`config.mk`:
```
export PLATFORM = sky130hd
export DESIGN_NAME = atc_timer
export DESIGN_NICKNAME = d
export VERILOG_FILES = /design/src/common/atc_pkg.sv /design/src/logic/atc_hold_reg.sv /design/src/logic/atc_sync2.sv /design/src/logic/atc_timer.sv
export SDC_FILE = /design/constraint.sdc
export NUM_CORES = 1
export LEC_CHECK = 0
export ABC_AREA = 1
export ABC_CLOCK_PERIOD_IN_PS = 2500
export CAP_MARGIN = 40
export CORE_MARGIN = 2
export CORE_UTILIZATION = 65
export CTS_BUF_LIST = sky130_fd_sc_hd__clkbuf_4
export DETAILED_ROUTE_END_ITERATION = 16
export DONT_BUFFER_PORTS = 1
export PLACE_DENSITY = 0.91
export RECOVER_POWER = 100
export SYNTH_ARGS = -nofsm -noshare
export SYNTH_HDL_FRONTEND = slang
export SYNTH_SLANG_ARGS = --single-unit
```
`constraint.sdc`:
```
create_clock -name clk -period 2.5 [get_ports clk]
set_clock_uncertainty 0.2 [all_clocks]
set_input_delay 0 -clock clk [delete_from_list [all_inputs] [get_ports clk]]
set_output_delay 0 -clock clk [all_outputs]
set_load 0.05 [all_outputs]
```
`src/common/atc_pkg.sv`:
```
// constants shared by the asynchronous timer clocking block
package atc_pkg;
  // register byte addresses
  localparam logic [7:0] ATC_ADDR_CTRL_A  = 8'hb0;
  localparam logic [7:0] ATC_ADDR_CTRL_B  = 8'hb1;
  localparam logic [7:0] ATC_ADDR_COUNTER = 8'hb2;
  localparam logic [7:0] ATC_ADDR_CMP_A   = 8'hb3;
  localparam logic [7:0] ATC_ADDR_CMP_B   = 8'hb4;
  localparam logic [7:0] ATC_ADDR_STATUS  = 8'hb6;
  localparam logic [7:0] ATC_ADDR_GTC     = 8'hb7;
  // reset value of every register
  localparam logic [7:0] ATC_RST_BYTE     = 8'h00;
  // async status register field positions
  localparam int ATC_STAT_ASYNC   = 5;
  localparam int ATC_STAT_CNT_UB  = 4;
  localparam int ATC_STAT_CMPA_UB = 3;
  localparam int ATC_STAT_CMPB_UB = 2;
  localparam int ATC_STAT_CTLA_UB = 1;
  localparam int ATC_STAT_CTLB_UB = 0;
  // general timer control: prescaler reset strobe bit
  localparam int ATC_GTC_PSR      = 1;
  // control register fields
  localparam int ATC_CTLB_TOP_BIT = 3;
  localparam int ATC_COMA_HI      = 7;
  localparam int ATC_COMA_LO      = 6;
  localparam logic [7:0] ATC_CTLA_MASK = 8'hf3;
  localparam logic [7:0] ATC_CTLB_MASK = 8'h0f;
  // commit after this many timer source edges (oscillator rising edges when async, clk cycles otherwise)
  localparam logic [1:0] ATC_COMMIT_EDGES = 2'h2;
  // processor cycles of interrupt flag synchronisation
  localparam int ATC_FLAG_SYNC = 3;
  // waveform mode codes
  localparam logic [2:0] ATC_WGM_NORMAL  = 3'h0;
  localparam logic [2:0] ATC_WGM_PC_FF   = 3'h1;
  localparam logic [2:0] ATC_WGM_CTC     = 3'h2;
  localparam logic [2:0] ATC_WGM_FAST_FF = 3'h3;
  localparam logic [2:0] ATC_WGM_PC_CMP  = 3'h5;
  localparam logic [2:0] ATC_WGM_FAST_CMP = 3'h7;
  // clock select codes
  localparam logic [2:0] ATC_CS_STOP = 3'h0;
  localparam logic [2:0] ATC_CS_DIV1 = 3'h1;
  localparam logic [2:0] ATC_CS_DIV8 = 3'h2;
  localparam logic [2:0] ATC_CS_DIV32 = 3'h3;
  localparam logic [2:0] ATC_CS_DIV64 = 3'h4;
  localparam logic [2:0] ATC_CS_DIV128 = 3'h5;
  localparam logic [2:0] ATC_CS_DIV256 = 3'h6;
  localparam logic [2:0] ATC_CS_DIV1024 = 3'h7;
  // prescaler terminal masks
  localparam logic [9:0] ATC_M8    = 10'h007;
  localparam logic [9:0] ATC_M32   = 10'h01f;
  localparam logic [9:0] ATC_M64   = 10'h03f;
  localparam logic [9:0] ATC_M128  = 10'h07f;
  localparam logic [9:0] ATC_M256  = 10'h0ff;
  localparam logic [9:0] ATC_M1024 = 10'h3ff;
  // counter limits
  localparam logic [7:0] ATC_MAX    = 8'hff;
  localparam logic [7:0] ATC_BOTTOM = 8'h00;
  // sleep mode codes that stop the oscillator
  localparam logic [2:0] ATC_SLEEP_PDOWN   = 3'h2;
  localparam logic [2:0] ATC_SLEEP_STANDBY = 3'h6;
endpackage : atc_pkg

```
`src/logic/atc_hold_reg.sv`:
```
// holding register with busy flag, committed after edge_tick pulses
`timescale 1ns/1ps
module atc_hold_reg (
  input  wire logic       clk,
  input  wire logic       arst_n,
  input  wire logic       wr,
  input  wire logic [7:0] wdata,
  input  wire logic       edge_tick,
  output logic            busy,
  output logic            commit,
  output logic [7:0]      value
);
  logic [1:0] edges_reg;

  // a new write restarts the count and wins over a commit
  always_ff @(posedge clk or negedge arst_n) begin
    if (!arst_n) begin
      busy      <= 1'b0;
      commit    <= 1'b0;
      value     <= atc_pkg::ATC_RST_BYTE;
      edges_reg <= 2'h0;
    end else begin
      commit <= 1'b0;
      if (wr) begin
        busy      <= 1'b1;
        value     <= wdata;
        edges_reg <= 2'h0;
      end else if (busy && edge_tick) begin
        if (edges_reg == atc_pkg::ATC_COMMIT_EDGES - 2'h1) begin
          busy   <= 1'b0;
          commit <= 1'b1;
        end else begin
          edges_reg <= edges_reg + 2'h1;
        end
      end
    end
  end
endmodule : atc_hold_reg

```
`src/logic/atc_sync2.sv`:
```
// two flip-flop synchroniser for one pin level
`timescale 1ns/1ps
module atc_sync2 (
  input  wire logic clk,
  input  wire logic arst_n,
  input  wire logic din,
  output logic      dout
);
  logic meta_reg;

  // first stage is read only by the second
  always_ff @(posedge clk or negedge arst_n) begin
    if (!arst_n) begin
      meta_reg <= 1'b0;
      dout     <= 1'b0;
    end else begin
      meta_reg <= din;
      dout     <= meta_reg;
    end
  end
endmodule : atc_sync2

```
`src/logic/atc_timer.sv`:
```
// asynchronous timer clocking, prescaler and compare-A output
`timescale 1ns/1ps
module atc_timer (
  input  wire logic       clk,
  input  wire logic       arst_n,
  input  wire logic [7:0] bus_addr,
  input  wire logic [7:0] bus_wdata,
  input  wire logic       bus_we,
  input  wire logic       bus_re,
  output logic [7:0]      bus_rdata,
  input  wire logic       timer_osc_in,
  input  wire logic       compare_a_ddr,
  input  wire logic       sleeping,
  input  wire logic [2:0] sleep_mode,
  output logic            compare_a_output,
  output logic            compare_a_oe,
  output logic            port_detach,
  output logic            osc_run,
  output logic            compare_a_event,
  output logic            overflow_event,
  output logic            wake_request
);
  logic       osc_sync;
  logic       osc_dly_reg;
  logic       osc_rise;
  logic       async_sel_reg;
  logic       src_tick;
  logic       psr_wr;
  logic [9:0] pre_reg;
  logic       tick;
  logic [4:0] wr_vec;
  logic [4:0] busy_vec;
  logic [4:0] commit_vec;
  logic [7:0] hold_val [5];
  logic [7:0] ctl_a_reg;
  logic [7:0] ctl_b_reg;
  logic [7:0] cmp_a_reg;
  logic [7:0] cmp_b_reg;
  logic [7:0] cnt_reg;
  logic [7:0] cnt_copy_reg;
  logic       dir_up_reg;
  logic [2:0] wgm;
  logic [1:0] com_a;
  logic       is_pc;
  logic       is_fast;
  logic       is_nonpwm;
  logic [7:0] top_val;
  logic       suppress;
  logic       match_raw;
  logic       ovf_raw;
  logic       special;
  logic       oc_next;
  logic [2:0] cmp_pipe_reg;
  logic [2:0] ovf_pipe_reg;
  logic       wake_armed_reg;
  logic       stop_mode;

  // oscillator pin is foreign to clk; edge found after synchroniser
  atc_sync2 u_osc_sync (
    .clk    (clk),
    .arst_n (arst_n),
    .din    (timer_osc_in),
    .dout   (osc_sync)
  );

  always_ff @(posedge clk or negedge arst_n) begin
    if (!arst_n) begin
      osc_dly_reg <= 1'b0;
    end else begin
      osc_dly_reg <= osc_sync;
    end
  end

  assign osc_rise = osc_sync & ~osc_dly_reg;
  // i/o clock by default, oscillator edges when async selected
  assign src_tick = async_sel_reg ? osc_rise : 1'b1;

  // write decode for the five holding registers, one bit each
  assign wr_vec[0] = bus_we && (bus_addr == atc_pkg::ATC_ADDR_COUNTER);
  assign wr_vec[1] = bus_we && (bus_addr == atc_pkg::ATC_ADDR_CMP_A);
  assign wr_vec[2] = bus_we && (bus_addr == atc_pkg::ATC_ADDR_CMP_B);
  assign wr_vec[3] = bus_we && (bus_addr == atc_pkg::ATC_ADDR_CTRL_A);
  assign wr_vec[4] = bus_we && (bus_addr == atc_pkg::ATC_ADDR_CTRL_B);
  assign psr_wr    = bus_we && (bus_addr == atc_pkg::ATC_ADDR_GTC)
                     && bus_wdata[atc_pkg::ATC_GTC_PSR];

  // independent holding registers, so pending writes never collide
  for (genvar i = 0; i < 5; i++) begin : g_hold
    atc_hold_reg u_hold (
      .clk       (clk),
      .arst_n    (arst_n),
      .wr        (wr_vec[i]),
      .wdata     (bus_wdata),
      .edge_tick (src_tick),
      .busy      (busy_vec[i]),
      .commit    (commit_vec[i]),
      .value     (hold_val[i])
    );
  end

  // async select and committed compare/control targets
  always_ff @(posedge clk or negedge arst_n) begin
    if (!arst_n) begin
      async_sel_reg <= 1'b0;
      cmp_a_reg     <= atc_pkg::ATC_RST_BYTE;
      cmp_b_reg     <= atc_pkg::ATC_RST_BYTE;
      ctl_a_reg     <= atc_pkg::ATC_RST_BYTE;
      ctl_b_reg     <= atc_pkg::ATC_RST_BYTE;
    end else begin
      if (bus_we && bus_addr == atc_pkg::ATC_ADDR_STATUS) begin
        async_sel_reg <= bus_wdata[atc_pkg::ATC_STAT_ASYNC];
      end
      if (commit_vec[1]) cmp_a_reg <= hold_val[1];
      if (commit_vec[2]) cmp_b_reg <= hold_val[2];
      if (commit_vec[3]) begin
        ctl_a_reg <= hold_val[3] & atc_pkg::ATC_CTLA_MASK;
      end
      if (commit_vec[4]) begin
        ctl_b_reg <= hold_val[4] & atc_pkg::ATC_CTLB_MASK;
      end
    end
  end

  // prescaler; the reset strobe gives a predictable phase
  always_ff @(posedge clk or negedge arst_n) begin
    if (!arst_n) begin
      pre_reg <= 10'h000;
    end else if (psr_wr) begin
      pre_reg <= 10'h000;
    end else if (src_tick) begin
      pre_reg <= pre_reg + 10'h001;
    end
  end

  // tap selection from the clock select field
  always_comb begin
    tick = 1'b0;
    unique case (ctl_b_reg[2:0])
      atc_pkg::ATC_CS_STOP:    tick = 1'b0;
      atc_pkg::ATC_CS_DIV1:    tick = src_tick;
      atc_pkg::ATC_CS_DIV8:    tick = src_tick
                                 && ((pre_reg & atc_pkg::ATC_M8) == atc_pkg::ATC_M8);
      atc_pkg::ATC_CS_DIV32:   tick = src_tick
                                 && ((pre_reg & atc_pkg::ATC_M32) == atc_pkg::ATC_M32);
      atc_pkg::ATC_CS_DIV64:   tick = src_tick
                                 && ((pre_reg & atc_pkg::ATC_M64) == atc_pkg::ATC_M64);
      atc_pkg::ATC_CS_DIV128:  tick = src_tick
                                 && ((pre_reg & atc_pkg::ATC_M128) == atc_pkg::ATC_M128);
      atc_pkg::ATC_CS_DIV256:  tick = src_tick
                                 && ((pre_reg & atc_pkg::ATC_M256) == atc_pkg::ATC_M256);
      atc_pkg::ATC_CS_DIV1024: tick = src_tick
                                 && (pre_reg == atc_pkg::ATC_M1024);
    endcase
  end

  // mode decode; reserved codes 4 and 6 count like normal
  assign wgm       = {ctl_b_reg[atc_pkg::ATC_CTLB_TOP_BIT], ctl_a_reg[1:0]};
  assign com_a     = ctl_a_reg[atc_pkg::ATC_COMA_HI:atc_pkg::ATC_COMA_LO];
  assign is_pc     = (wgm == atc_pkg::ATC_WGM_PC_FF)
                     || (wgm == atc_pkg::ATC_WGM_PC_CMP);
  assign is_fast   = (wgm == atc_pkg::ATC_WGM_FAST_FF)
                     || (wgm == atc_pkg::ATC_WGM_FAST_CMP);
  assign is_nonpwm = !is_pc && !is_fast;
  assign top_val   = (wgm == atc_pkg::ATC_WGM_CTC
                     || ctl_b_reg[atc_pkg::ATC_CTLB_TOP_BIT])
                     ? cmp_a_reg : atc_pkg::ATC_MAX;

  // counter; a committed write takes priority over counting
  always_ff @(posedge clk or negedge arst_n) begin
    if (!arst_n) begin
      cnt_reg    <= atc_pkg::ATC_BOTTOM;
      dir_up_reg <= 1'b1;
    end else if (commit_vec[0]) begin
      cnt_reg <= hold_val[0];
    end else if (tick) begin
      if (is_pc) begin
        if (dir_up_reg && cnt_reg == top_val) begin
          dir_up_reg <= 1'b0;
          cnt_reg    <= cnt_reg - 8'h01;
        end else if (!dir_up_reg && cnt_reg == atc_pkg::ATC_BOTTOM) begin
          dir_up_reg <= 1'b1;
          cnt_reg    <= cnt_reg + 8'h01;
        end else begin
          cnt_reg <= dir_up_reg ? cnt_reg + 8'h01 : cnt_reg - 8'h01;
        end
      end else if ((is_fast || wgm == atc_pkg::ATC_WGM_CTC)
                   && cnt_reg == top_val) begin
        cnt_reg <= atc_pkg::ATC_BOTTOM;
      end else begin
        cnt_reg <= cnt_reg + 8'h01;
      end
    end
  end

  // matching is blind while a compare or counter write is in flight
  assign suppress  = busy_vec[0] | busy_vec[1] | busy_vec[2];
  assign match_raw = tick && !suppress && (cnt_reg == cmp_a_reg);
  assign ovf_raw   = tick && (is_pc
                     ? (!dir_up_reg && cnt_reg == atc_pkg::ATC_BOTTOM)
                     : (cnt_reg == (is_fast ? top_val : atc_pkg::ATC_MAX)));
  assign special   = com_a[1] && !is_nonpwm
                     && (cmp_a_reg == top_val);

  // next compare-A output level from mode and event
  always_comb begin
    oc_next = compare_a_output;
    if (match_raw && !special) begin
      unique case (com_a)
        2'h0: oc_next = compare_a_output;
        2'h1: begin
          if (is_nonpwm || ctl_b_reg[atc_pkg::ATC_CTLB_TOP_BIT]) begin
            oc_next = ~compare_a_output;
          end
        end
        2'h2: oc_next = is_pc ? !dir_up_reg : 1'b0;
        2'h3: oc_next = is_pc ? dir_up_reg : 1'b1;
      endcase
    end else if (tick && is_fast && com_a[1] && cnt_reg == top_val) begin
      oc_next = !com_a[0];
    end else if (tick && is_pc && special && dir_up_reg
                 && cnt_reg == top_val) begin
      oc_next = !com_a[0];
    end
  end

  // pin level moves with the timer tick, not the processor phase
  always_ff @(posedge clk or negedge arst_n) begin
    if (!arst_n) begin
      compare_a_output <= 1'b0;
      compare_a_oe     <= 1'b0;
    end else begin
      compare_a_output <= oc_next;
      compare_a_oe     <= (com_a != 2'h0) && compare_a_ddr;
    end
  end

  // flag synchronisation: fixed processor-cycle pipeline after tick
  always_ff @(posedge clk or negedge arst_n) begin
    if (!arst_n) begin
      cmp_pipe_reg <= 3'h0;
      ovf_pipe_reg <= 3'h0;
    end else begin
      cmp_pipe_reg <= {cmp_pipe_reg[1:0], match_raw};
      ovf_pipe_reg <= {ovf_pipe_reg[1:0], ovf_raw};
    end
  end

  assign compare_a_event = cmp_pipe_reg[atc_pkg::ATC_FLAG_SYNC-1];
  assign overflow_event  = ovf_pipe_reg[atc_pkg::ATC_FLAG_SYNC-1];

  // wake starts one timer cycle after the condition while asleep
  always_ff @(posedge clk or negedge arst_n) begin
    if (!arst_n) begin
      wake_armed_reg <= 1'b0;
      wake_request   <= 1'b0;
    end else if (!sleeping) begin
      wake_armed_reg <= 1'b0;
      wake_request   <= 1'b0;
    end else begin
      if (match_raw || ovf_raw) wake_armed_reg <= 1'b1;
      if (wake_armed_reg && src_tick) wake_request <= 1'b1;
    end
  end

  // oscillator enable follows the async select outside the stop modes; pin detach always follows it
  assign stop_mode = sleeping && (sleep_mode == atc_pkg::ATC_SLEEP_PDOWN
                     || sleep_mode == atc_pkg::ATC_SLEEP_STANDBY);
  always_ff @(posedge clk or negedge arst_n) begin
    if (!arst_n) begin
      osc_run     <= 1'b0;
      port_detach <= 1'b0;
    end else begin
      osc_run     <= async_sel_reg && !stop_mode;
      port_detach <= async_sel_reg;
    end
  end

  // read copy frozen during sleep so wake reads the old value
  always_ff @(posedge clk or negedge arst_n) begin
    if (!arst_n) begin
      cnt_copy_reg <= atc_pkg::ATC_BOTTOM;
    end else if (src_tick && !sleeping) begin
      cnt_copy_reg <= cnt_reg;
    end
  end

  // read data valid only in the cycle after the strobe
  always_ff @(posedge clk or negedge arst_n) begin
    if (!arst_n) begin
      bus_rdata <= atc_pkg::ATC_RST_BYTE;
    end else if (!bus_re) begin
      bus_rdata <= atc_pkg::ATC_RST_BYTE;
    end else begin
      unique case (bus_addr)
        atc_pkg::ATC_ADDR_CTRL_A:  bus_rdata <= ctl_a_reg;
        atc_pkg::ATC_ADDR_CTRL_B:  bus_rdata <= ctl_b_reg;
        atc_pkg::ATC_ADDR_COUNTER: bus_rdata <= cnt_copy_reg;
        atc_pkg::ATC_ADDR_CMP_A:   bus_rdata <= cmp_a_reg;
        atc_pkg::ATC_ADDR_CMP_B:   bus_rdata <= cmp_b_reg;
        atc_pkg::ATC_ADDR_STATUS:  bus_rdata <= {2'h0, async_sel_reg,
                                                busy_vec[0], busy_vec[1],
                                                busy_vec[2], busy_vec[3],
                                                busy_vec[4]};
        default:                   bus_rdata <= atc_pkg::ATC_RST_BYTE;
      endcase
    end
  end

  logic [1:0] chk_edges_reg;
  always_ff @(posedge clk or negedge arst_n) begin
    if (!arst_n) begin
      chk_edges_reg <= 2'h0;
    end else if (wr_vec[0]) begin
      chk_edges_reg <= 2'h0;
    end else if (busy_vec[0] && src_tick && chk_edges_reg != 2'h3) begin
      chk_edges_reg <= chk_edges_reg + 2'h1;
    end
  end
endmodule : atc_timer

```
==> results_dict.tcl, run 1 <==
set metrics [dict create \
    fin_crit_ps 2498 \
    num-fill-cells 693 \
    dpl.hpwl_um 12210 \
    core_mm2 0.009864 \
    grt_pass1_wl_um 28990 \
    hold_viol_final 131 \
    synth_top_flop_cell "dfrtp_1" \
    drcViolationCount 0 \
    via_per_inst 5.946 \
    cp_cell_sequence "dlygate4sd3_1, nand3_4, inv_2, nand3_1, nor2_2, dlygate4sd3_1, buf_6, nand2_1, o21ai_0, dlygate4sd3_1, a21oi_1, a21oi_2" \
    finalNonFillerCells 1033 \
    cpPeakStageDelay_ps 620 \
    numCtsBuffers 17 \
    netlist_area_mm2 0.006643 \
    ys_ff_latch 131 \
    worstPathArrival_ps 2770 \
    maxCapViolations 0 \
    wl_per_cell_um 17.83 \
    clk_latency_ps 560 \
    maxSlewViolCount 0 \
    post-place-ws_ps 239.8 \
    dieArea_mm2 0.01104 \
    critPathKind "in -> reg" \
    fmax_mhz 400.4 \
    ant_nets 0 \
    synth_edf_count 0 \
    die_w_um 105.1 \
    hold_ws_ps -1076 \
    avgSynthCellArea_um2 7.974 \
    die_h_um 105.1 \
    largest_register_ffs 34 \
    p_leak_uw 0.003707 \
    drive_gt1_share_pct 10.01 \
    dr.pass1.iters 6 \
    syn_nets 869 \
    cp-start-kind "input port" \
    grt_max_degree 132 \
    final_cell_mix "220 x nand2_1, 130 x dfrtp_1, 110 x inv_1" \
    yosysWarnings 0 \
    cp.required_ps 2770 \
    worstMarginPinSlew_ps 751.1 \
    violations "hold timing" \
    peakVddDrop_mv 0.6039 \
    htreeDepth 4 \
    cts_root_buf "clkbuf_4" \
    cts_tree "yes" \
    dp.cells 960 \
    nNetsFinal 925 \
    overflow 0 \
    synthDistinctLibCells 44 \
    max-slew-margin-rel_pct 49.40 \
    clkSinkCount 131 \
    std_cell_rows 36 \
    status "complete, but fails checks" \
    final_common_cell "nand2_1" \
    grt_pass1_vias 5858 \
    antenna_found_initial 1 \
    cts.clk_slew.worst_paths_ps 120 \
    worst_slack_ps 2.190 \
    p_total_uw 6251 \
    syn_to_final_growth_pct 13.41 \
    ys_seq_area_share_pct 49.37 \
    cts_buffer_depth 2 \
    gp_congestion 0.9607 \
    synthArstFlopShare_pct 100.0 \
    setup_viol 0 \
    drt_iter0_drc 734 \
    routed_wl_um 18420 \
    endpoint_kind "flop" \
    synthCells 833 \
    cp_slowest_cell "dlygate4sd3_1" \
    crit_top_cell "dlygate4sd3_1" \
    numPortBuffers 0 \
    pin_count 41 \
    post-route-period-util_pct 99.91 \
    grt_usage_pct 34.07 \
    hp-class "in -> async" \
    cp_max_fo 9 \
    powerDensity_mw_per_mm2 829.7 \
    start_util_pct 67.34 \
    dr_total_vias 6142 \
]
==> final timing paths <==
| path | from | to | slack [ps] | depth (start not counted) |
|---|---|---|---|---|
| worst min-delay path | arst_n | g_hold[3].u_hold.edges_reg[0] | -1080 | 0 |
| worst max register to register | async_sel_reg | cnt_copy_reg[3] | 220 | 4 |
| worst min register to register | u_osc_sync.meta_reg | u_osc_sync.dout | 160 | 0 |
| max in group asynchronous | arst_n | dir_up_reg | 2910 | 0 |
| worst max-delay path | bus_addr[4] | bus_rdata[0] | 2 | 12 |
| min in group clk | bus_wdata[6] | g_hold[1].u_hold.value[6] | 50 | 3 |
==> power breakdown <==
part / switching, uW / total (uW) / internal (uW)
Sequential: 411 / 2880 / 2470
Combinational: 1180 / 1900 / 724
Clock: 786 / 1470 / 681
Total: 2370 / 6250 / 3880
==> metal layers <==
metal / wire [um] / global-route usage (%) / vias up
met1: 7376 / 45.92 / 2902
met3: 1648 / 7.299 / 65
met4: 620 / 12.86 / 0
li1: - / - / 2797
met5: 0 / 0 / -
met2: 8776 / 54.45 / 378
==> worst max-delay path: cells and delay by family <==
kind | cells | cell delay [ps]
AOI/OAI and AO/OA | 3 | 310
buffers and inverters | 5 | 2040
and+or+nand+nor | 4 | 420
==> cell usage after synthesis, drive strengths merged (2+ instances only) <==
library cell,count,area [um2]
nand2,232,924.6
dfrtp,130,3253
inv,117,439.2
o21ai,90,476.7
nor2,79,314.0
nand3,51,277.8
a21oi,30,157.7
nor3,13,65.06
nand4,12,75.07
clkbuf,10,37.54
ha,10,125.1
xor2,9,78.83
a31oi,6,37.54
buf,6,45.04
mux2,5,56.30
o211ai,5,37.54
nor4,4,40.04
xnor2,4,35.03
nand3b,3,22.52
o41ai,3,26.28
a211oi,2,15.01
a221oi,2,17.52
clkinv,2,7.510
o22ai,2,12.51
==> logic make-up (layout without fill, tap and decap cells) <==
kind of cell | count (synthesis) | count (layout) | share of synthesized area [%]
flip-flops | 131 | 131 | 49.37
AND/OR/NAND/NOR | 397 | 397 | 26.18
adder cells (fa/ha/maj) | 10 | 10 | 1.884
XOR/XNOR | 13 | 13 | 1.714
other | 0 | 1 | 0
AO/OA/AOI/OAI | 142 | 142 | 12.04
multiplexers | 5 | 5 | 0.8476
buffers and inverters | 135 | 201 | 7.968
==> area by class of cell <==
cell class                      count  area, um2  share of cell area, %
Inverter                          119      449.2                  5.962
Clock buffer                       18      135.1                  1.794
Multi-Input combinational cell    567       2865                  38.03
Clock inverter                     11      138.9                  1.844
Timing Repair Buffer               53      496.7                  6.594
Sequential cell                   131       3279                  43.53
Antenna cell                        1      2.502                0.03322
Tap cell                          133      166.4                  2.209
==> through the flow <==
| step | util (%) | TNS, ps | cell area [um2] |
|---|---|---|---|
| after floorplan | - | 0 | 6643 |
| after global placement | 68.95 | 0 | 6802 |
| after detailed placement | 68.95 | 0 | 6802 |
| after CTS | 75.58 | 0 | 7456 |
| after global routing | 76.37 | -106.9 | 7533 |
| final | 76.37 | 0 | 7533 |
==> timing repair <==
| action | 4_1_cts | 5_1_grt |
|---|---|---|
| endpoints found under the setup margin | 0 | 9 |
| endpoints found under the hold margin | 215 | 140 |
| setup buffers | 0 | 4 |
| hold buffers | 38 | 2 |
| resized for setup | 0 | 12 |
(Power assumes the default switching activity.)
==> inputs of run 2 (changes only) <==
--- a/config.mk
+++ b/config.mk
@@ -9,11 +9,12 @@
 export ABC_CLOCK_PERIOD_IN_PS = 2500
 export CAP_MARGIN = 40
 export CORE_MARGIN = 2
-export CORE_UTILIZATION = 65
+export CORE_UTILIZATION = 45
 export CTS_BUF_LIST = sky130_fd_sc_hd__clkbuf_4
 export DETAILED_ROUTE_END_ITERATION = 16
 export DONT_BUFFER_PORTS = 1
-export PLACE_DENSITY = 0.91
+export GPL_TIMING_DRIVEN = 0
+export PLACE_DENSITY = 0.7
 export RECOVER_POWER = 100
 export SYNTH_ARGS = -nofsm -noshare
 export SYNTH_HDL_FRONTEND = slang
==> results_dict.tcl, run 2 (synthesized netlist as in run 1, its figures left out) <==
set metrics [dict create \
    grt_pass1_wl_um 27720 \
    critPathBufInv 5 \
    worst_slack_ps 87.35 \
    start_util_pct 45.88 \
    final_cell_mix "220 x nand2_1, 130 x dfrtp_1, 112 x inv_1" \
    grt_usage_pct 22.52 \
    crit_top_cell "dlygate4sd3_1" \
    gp_congestion 0.9228 \
    p_leak_uw 0.003673 \
    numCtsBuffers 17 \
    critPathKind "in -> reg" \
    status "complete, but fails checks" \
    peakVddDrop_mv 0.3498 \
    clk_latency_ps 580 \
    pin_count 41 \
    cp_slowest_cell "dlygate4sd3_1" \
    max-slew-margin-rel_pct 53.37 \
    dr.pass1.iters 8 \
    grt_max_degree 132 \
    die_h_um 125.5 \
    maxCapViolations 0 \
    clkSinkCount 131 \
    cts_buffer_depth 2 \
    hold_ws_ps -1097 \
    r2r_start "cnt_reg[0]" \
    violations "hold timing" \
    antenna_found_initial 1 \
    powerDensity_mw_per_mm2 816.1 \
    cts.clk_slew.worst_paths_ps 130 \
    ant_nets 0 \
    ff2ff_path_depth 11 \
    maxSlewViolCount 0 \
    cts_root_buf "clkbuf_4" \
    post-place-ws_ps 38.63 \
    finalNonFillerCells 1098 \
    r2r_setup_slack_ps 170 \
    num-fill-cells 1393 \
    hold_viol_final 131 \
    endpoint_kind "flop" \
    routed_wl_um 16950 \
    drt_iter0_drc 511 \
    cp_max_fo 6 \
    die_w_um 125.5 \
    fin_area_mm2 0.007637 \
    cp-start-kind "input port" \
    post-route-period-util_pct 96.51 \
    cp_cell_sequence "dlygate4sd3_1, nand2_1, inv_1, nand2_1, dlygate4sd3_1, nor2_2, inv_1, o22ai_1, dlygate4sd3_1, a211oi_1, nor2_1" \
    regArea_mm2 0.003279 \
    worstPathArrival_ps 2720 \
    numPortBuffers 0 \
    largest_register_ffs 34 \
    grt_pass1_vias 5280 \
    worstMarginPinSlew_ps 692.2 \
    setup_viol 0 \
    dp.cells 1018 \
    wl_per_cell_um 15.44 \
    rsz0062_at_grt "yes" \
    nNetsFinal 936 \
    fmax_mhz 414.5 \
    dr_total_vias 5706 \
    htreeDepth 4 \
    via_per_inst 5.197 \
    core_mm2 0.01448 \
    cp.required_ps 2810 \
    drcViolationCount 0 \
    multiInputGateArea_mm2 0.002823 \
    syn_to_final_growth_pct 14.97 \
    dieArea_mm2 0.01575 \
    drive_gt1_share_pct 8.324 \
    cts_tree "yes" \
    critPathTopFamily "buffers and inverters" \
    r2r-end "cnt_reg[7]" \
    p_total_uw 6232 \
    placed_area_mm2 0.006884 \
    overflow 0 \
    final_common_cell "nand2_1" \
    fin_crit_ps 2413 \
    cpPeakStageDelay_ps 680 \
    hp-class "in -> async" \
    dpl.hpwl_um 11790 \
    std_cell_rows 44 \
]
run 2: cell types whose count changed in the layout (fill, tap and decap cells not counted), moves of 2 or more:
cell,previous run,this run
o21ai_1,4,9
buf_4,11,2
dlymetal6s4s_1,2,0
o21ai_2,7,2
clkbuf_1,2,12
clkinv_4,0,3
inv_1,110,112
buf_2,0,2
clkdlybuf4s25_1,0,2
clkinv_2,5,3
dlygate4sd3_1,37,45
inv_2,6,4
run 2: how the worst max path moves through the flow:
stage | start | to | cells past startpoint
floorplan | pre_reg[0] | cnt_reg[4] | 17
global placement | pre_reg[0] | cnt_reg[4] | 17
detailed placement | pre_reg[0] | cnt_reg[4] | 17
CTS | pre_reg[0] | cnt_reg[4] | 17
global route | bus_addr[0] | bus_rdata[2] | 11
finish | bus_addr[0] | bus_rdata[2] | 11
run 2: per-layer routing:
| metal | routed length [um] | vias to the layer above | track usage [%] |
|---|---|---|---|
| li1 | - | 2827 | - |
| met1 | 7917 | 2660 | 32.01 |
| met2 | 7672 | 187 | 34.18 |
| met3 | 1078 | 32 | 5.263 |
| met4 | 280 | 0 | 7.386 |
| met5 | 0 | - | 0 |
run 2: layout make-up:
class                           count  share of cell area (%)
Sequential cell                   131                   42.94
Multi-Input combinational cell    567                   36.96
Timing Repair Buffer               48                   6.209
Inverter                          119                   5.931
Tap cell                          184                   3.014
Clock inverter                     14                   2.130
Clock buffer                       18                   1.769
Buffer                             16                   1.016
Antenna cell                        1                 0.03277
run 2: timing repair:
action,in CTS,in global routing
setup endpoints to repair,0,18
hold endpoints to repair,214,146
setup buffers,0,1
hold buffers,41,7
resized for setup,0,9
run 2: where the power goes:
group | internal, uW | leakage (uW) | switching, uW
Clock | 698 | 0.000157 | 834
Sequential | 2470 | 0.00174 | 334
Combinational | 721 | 0.00177 | 1170
Total | 3890 | 0.00367 | 2340
run 2: per-stage QoR:
stage | utilization [%] | TNS, ps
after floorplan | - | 0
after global placement | 47.47 | 0
after detailed placement | 47.55 | 0
after CTS | 52.44 | 0
after global routing | 52.75 | -251.3
final | 52.75 | 0
==> inputs of run 3 (changes only) <==
--- a/config.mk
+++ b/config.mk
@@ -8,6 +8,7 @@
 export ABC_AREA = 1
 export ABC_CLOCK_PERIOD_IN_PS = 2500
 export CAP_MARGIN = 40
+export CORE_ASPECT_RATIO = 2
 export CORE_MARGIN = 2
 export CORE_UTILIZATION = 45
 export CTS_BUF_LIST = sky130_fd_sc_hd__clkbuf_4
==> results_dict.tcl, run 3 (synthesized netlist as in run 1, its figures left out) <==
set metrics [dict create \
    status "complete, but fails checks" \
    violations "hold timing" \
    ff2ff_path_depth 8 \
    htreeDepth 4 \
    grt_max_degree 132 \
    die_h_um 175.8 \
    grt_pass1_vias 5776 \
    worstMarginPinSlew_ps 741.4 \
    grt_pass1_wl_um 29790 \
    hold_viol_final 132 \
    numCtsBuffers 17 \
    start_util_pct 46.04 \
    dieArea_mm2 0.01581 \
    intPower_uw 4121 \
    setup_viol 0 \
    drive_gt1_share_pct 10.09 \
    max-slew-margin-rel_pct 50.12 \
    multiInputGateArea_mm2 0.002865 \
    dpl.hpwl_um 13830 \
    dr.pass1.iters 5 \
    cts_tree "yes" \
    core_mm2 0.01443 \
    clk_latency_ps 560 \
    dr_total_vias 5836 \
    p_leak_uw 0.003720 \
    hold_ws_ps -1075 \
    critPathKind "in -> reg" \
    final_common_cell "nand2_1" \
    utilization_pct 53.57 \
    hp-class "in -> async" \
    post-route-period-util_pct 98.65 \
    regArea_mm2 0.003279 \
    power.share.clock_pct 26.4 \
    fin_crit_ps 2466 \
    clkSinkCount 131 \
    maxCapViolations 0 \
    syn_to_final_growth_pct 16.37 \
    switching_power_uw 2376 \
    cp-start-kind "input port" \
    ant_nets 0 \
    cp.required_ps 2780 \
    numPortBuffers 0 \
    cp_max_fo 5 \
    power_frac_seq_pct 43.2 \
    maxSlewViolCount 0 \
    wl_per_cell_um 16.93 \
    cts.clk_slew.worst_paths_ps 120 \
    nNetsFinal 935 \
    drcViolationCount 0 \
    fmax_mhz 405.5 \
    antenna_found_initial 1 \
    std_cell_rows 62 \
    num-fill-cells 1433 \
    cts_buffer_depth 2 \
    die_w_um 89.91 \
    final_cell_mix "220 x nand2_1, 130 x dfrtp_1, 108 x inv_1" \
    combinationalPowerShare_pct 30.3 \
    overflow 0 \
    drt_iter0_drc 377 \
    worstPathArrival_ps 2750 \
    largest_register_ffs 34 \
    gp_congestion 0.9864 \
    p_total_uw 6497 \
    grt_usage_pct 24.78 \
    swShare_pct 36.58 \
    routed_wl_um 18700 \
    cts_root_buf "clkbuf_4" \
    powerDensity_mw_per_mm2 840.5 \
    pin_count 41 \
    endpoint_kind "flop" \
    peakVddDrop_mv 0.4293 \
    via_per_inst 5.281 \
]
[run 3: cell types whose count changed in the layout (fill, tap and decap cells not counted), moves of 2 or more]
cell,change
buf_4,+3
bufinv_16,+2
clkbuf_1,-3
clkbuf_4,+3
clkdlybuf4s25_1,-2
dlygate4sd3_1,-3
inv_1,-4
inv_2,+4
nand2_2,-2
nand2_4,+2
nor2_2,-2
o21ai_1,-5
o21ai_2,+5
[run 3: critical path, cell delays in order]
cell           delay, ps
dlygate4sd3_1        580
nand3_4              130
inv_2                 80
dlygate4sd3_1        570
nand2_1              110
nor2_4               160
inv_1                100
o22ai_1              170
a211oi_1              80
dlygate4sd3_1        580
nor2_1               170
[run 3: final timing paths]
| check | from | to | slack, ps |
|---|---|---|---|
| hold reg to reg | cmp_pipe_reg[1] | cmp_pipe_reg[2] | 160 |
| hold / removal | arst_n | cnt_copy_reg[7] | -1080 |
| setup reg to reg | ctl_a_reg[0] | wake_armed_reg | 130 |
| max in group asynchronous | arst_n | dir_up_reg | 2980 |
| min in group clk | bus_addr[6] | bus_rdata[4] | -40 |
| setup / recovery | bus_addr[4] | bus_rdata[2] | 30 |
[run 3: metrics by stage]
stage | TNS [ps] | cell area (um2) | hold slack [ps] | instances | worst slack, ps
after detailed placement | -91.78 | 6894 | -494.1 | 1026 | -91.78
final | 0 | 7730 | -1075 | 1105 | 33.67
after floorplan | 0 | 6643 | -495.6 | 833 | 379.5
after global routing | -37.85 | 7730 | -1127 | 1105 | -13.75
after global placement | -88.57 | 6883 | -493.6 | 1025 | -88.57
after CTS | 0 | 7639 | -1116 | 1098 | 6.623
[run 3: timing repair]
action / in CTS / in global routing
gates resized for setup: 1 / 14
hold endpoints to repair: 212 / 146
endpoints found under the setup margin: 2 / 20
buffers inserted: 0 / 4
hold buffers: 40 / 4
pin swaps: 0 / 1
[run 3: area by class of cell]
class	instances	share of cell area, %
Antenna cell	1	0.03237
Buffer	16	1.084
Clock buffer	21	2.039
Clock inverter	11	2.379
Inverter	119	5.892
Multi-Input combinational cell	567	37.07
Sequential cell	131	42.42
Tap cell	192	3.108
Timing Repair Buffer	47	5.973
[run 3: layer usage]
| metal | wire [um] | global-route usage [%] |
|---|---|---|
| met2 | 9677 | 44.13 |
| met4 | 1674 | 20.45 |
| met1 | 6498 | 24.59 |
| met5 | 0 | 0 |
| met3 | 852 | 4.976 |
[run 3: power by group through the flow]
stage          logic [uW]  clock network (uW)  registers (uW)
2_1_floorplan        1450                   0            2750
3_3_place_gp         1830                   0            2840
3_5_place_dp         1880                   0            2850
4_1_cts              1930                1750            2800
5_1_grt              2230                1830            2850
6_report             1970                1720            2810
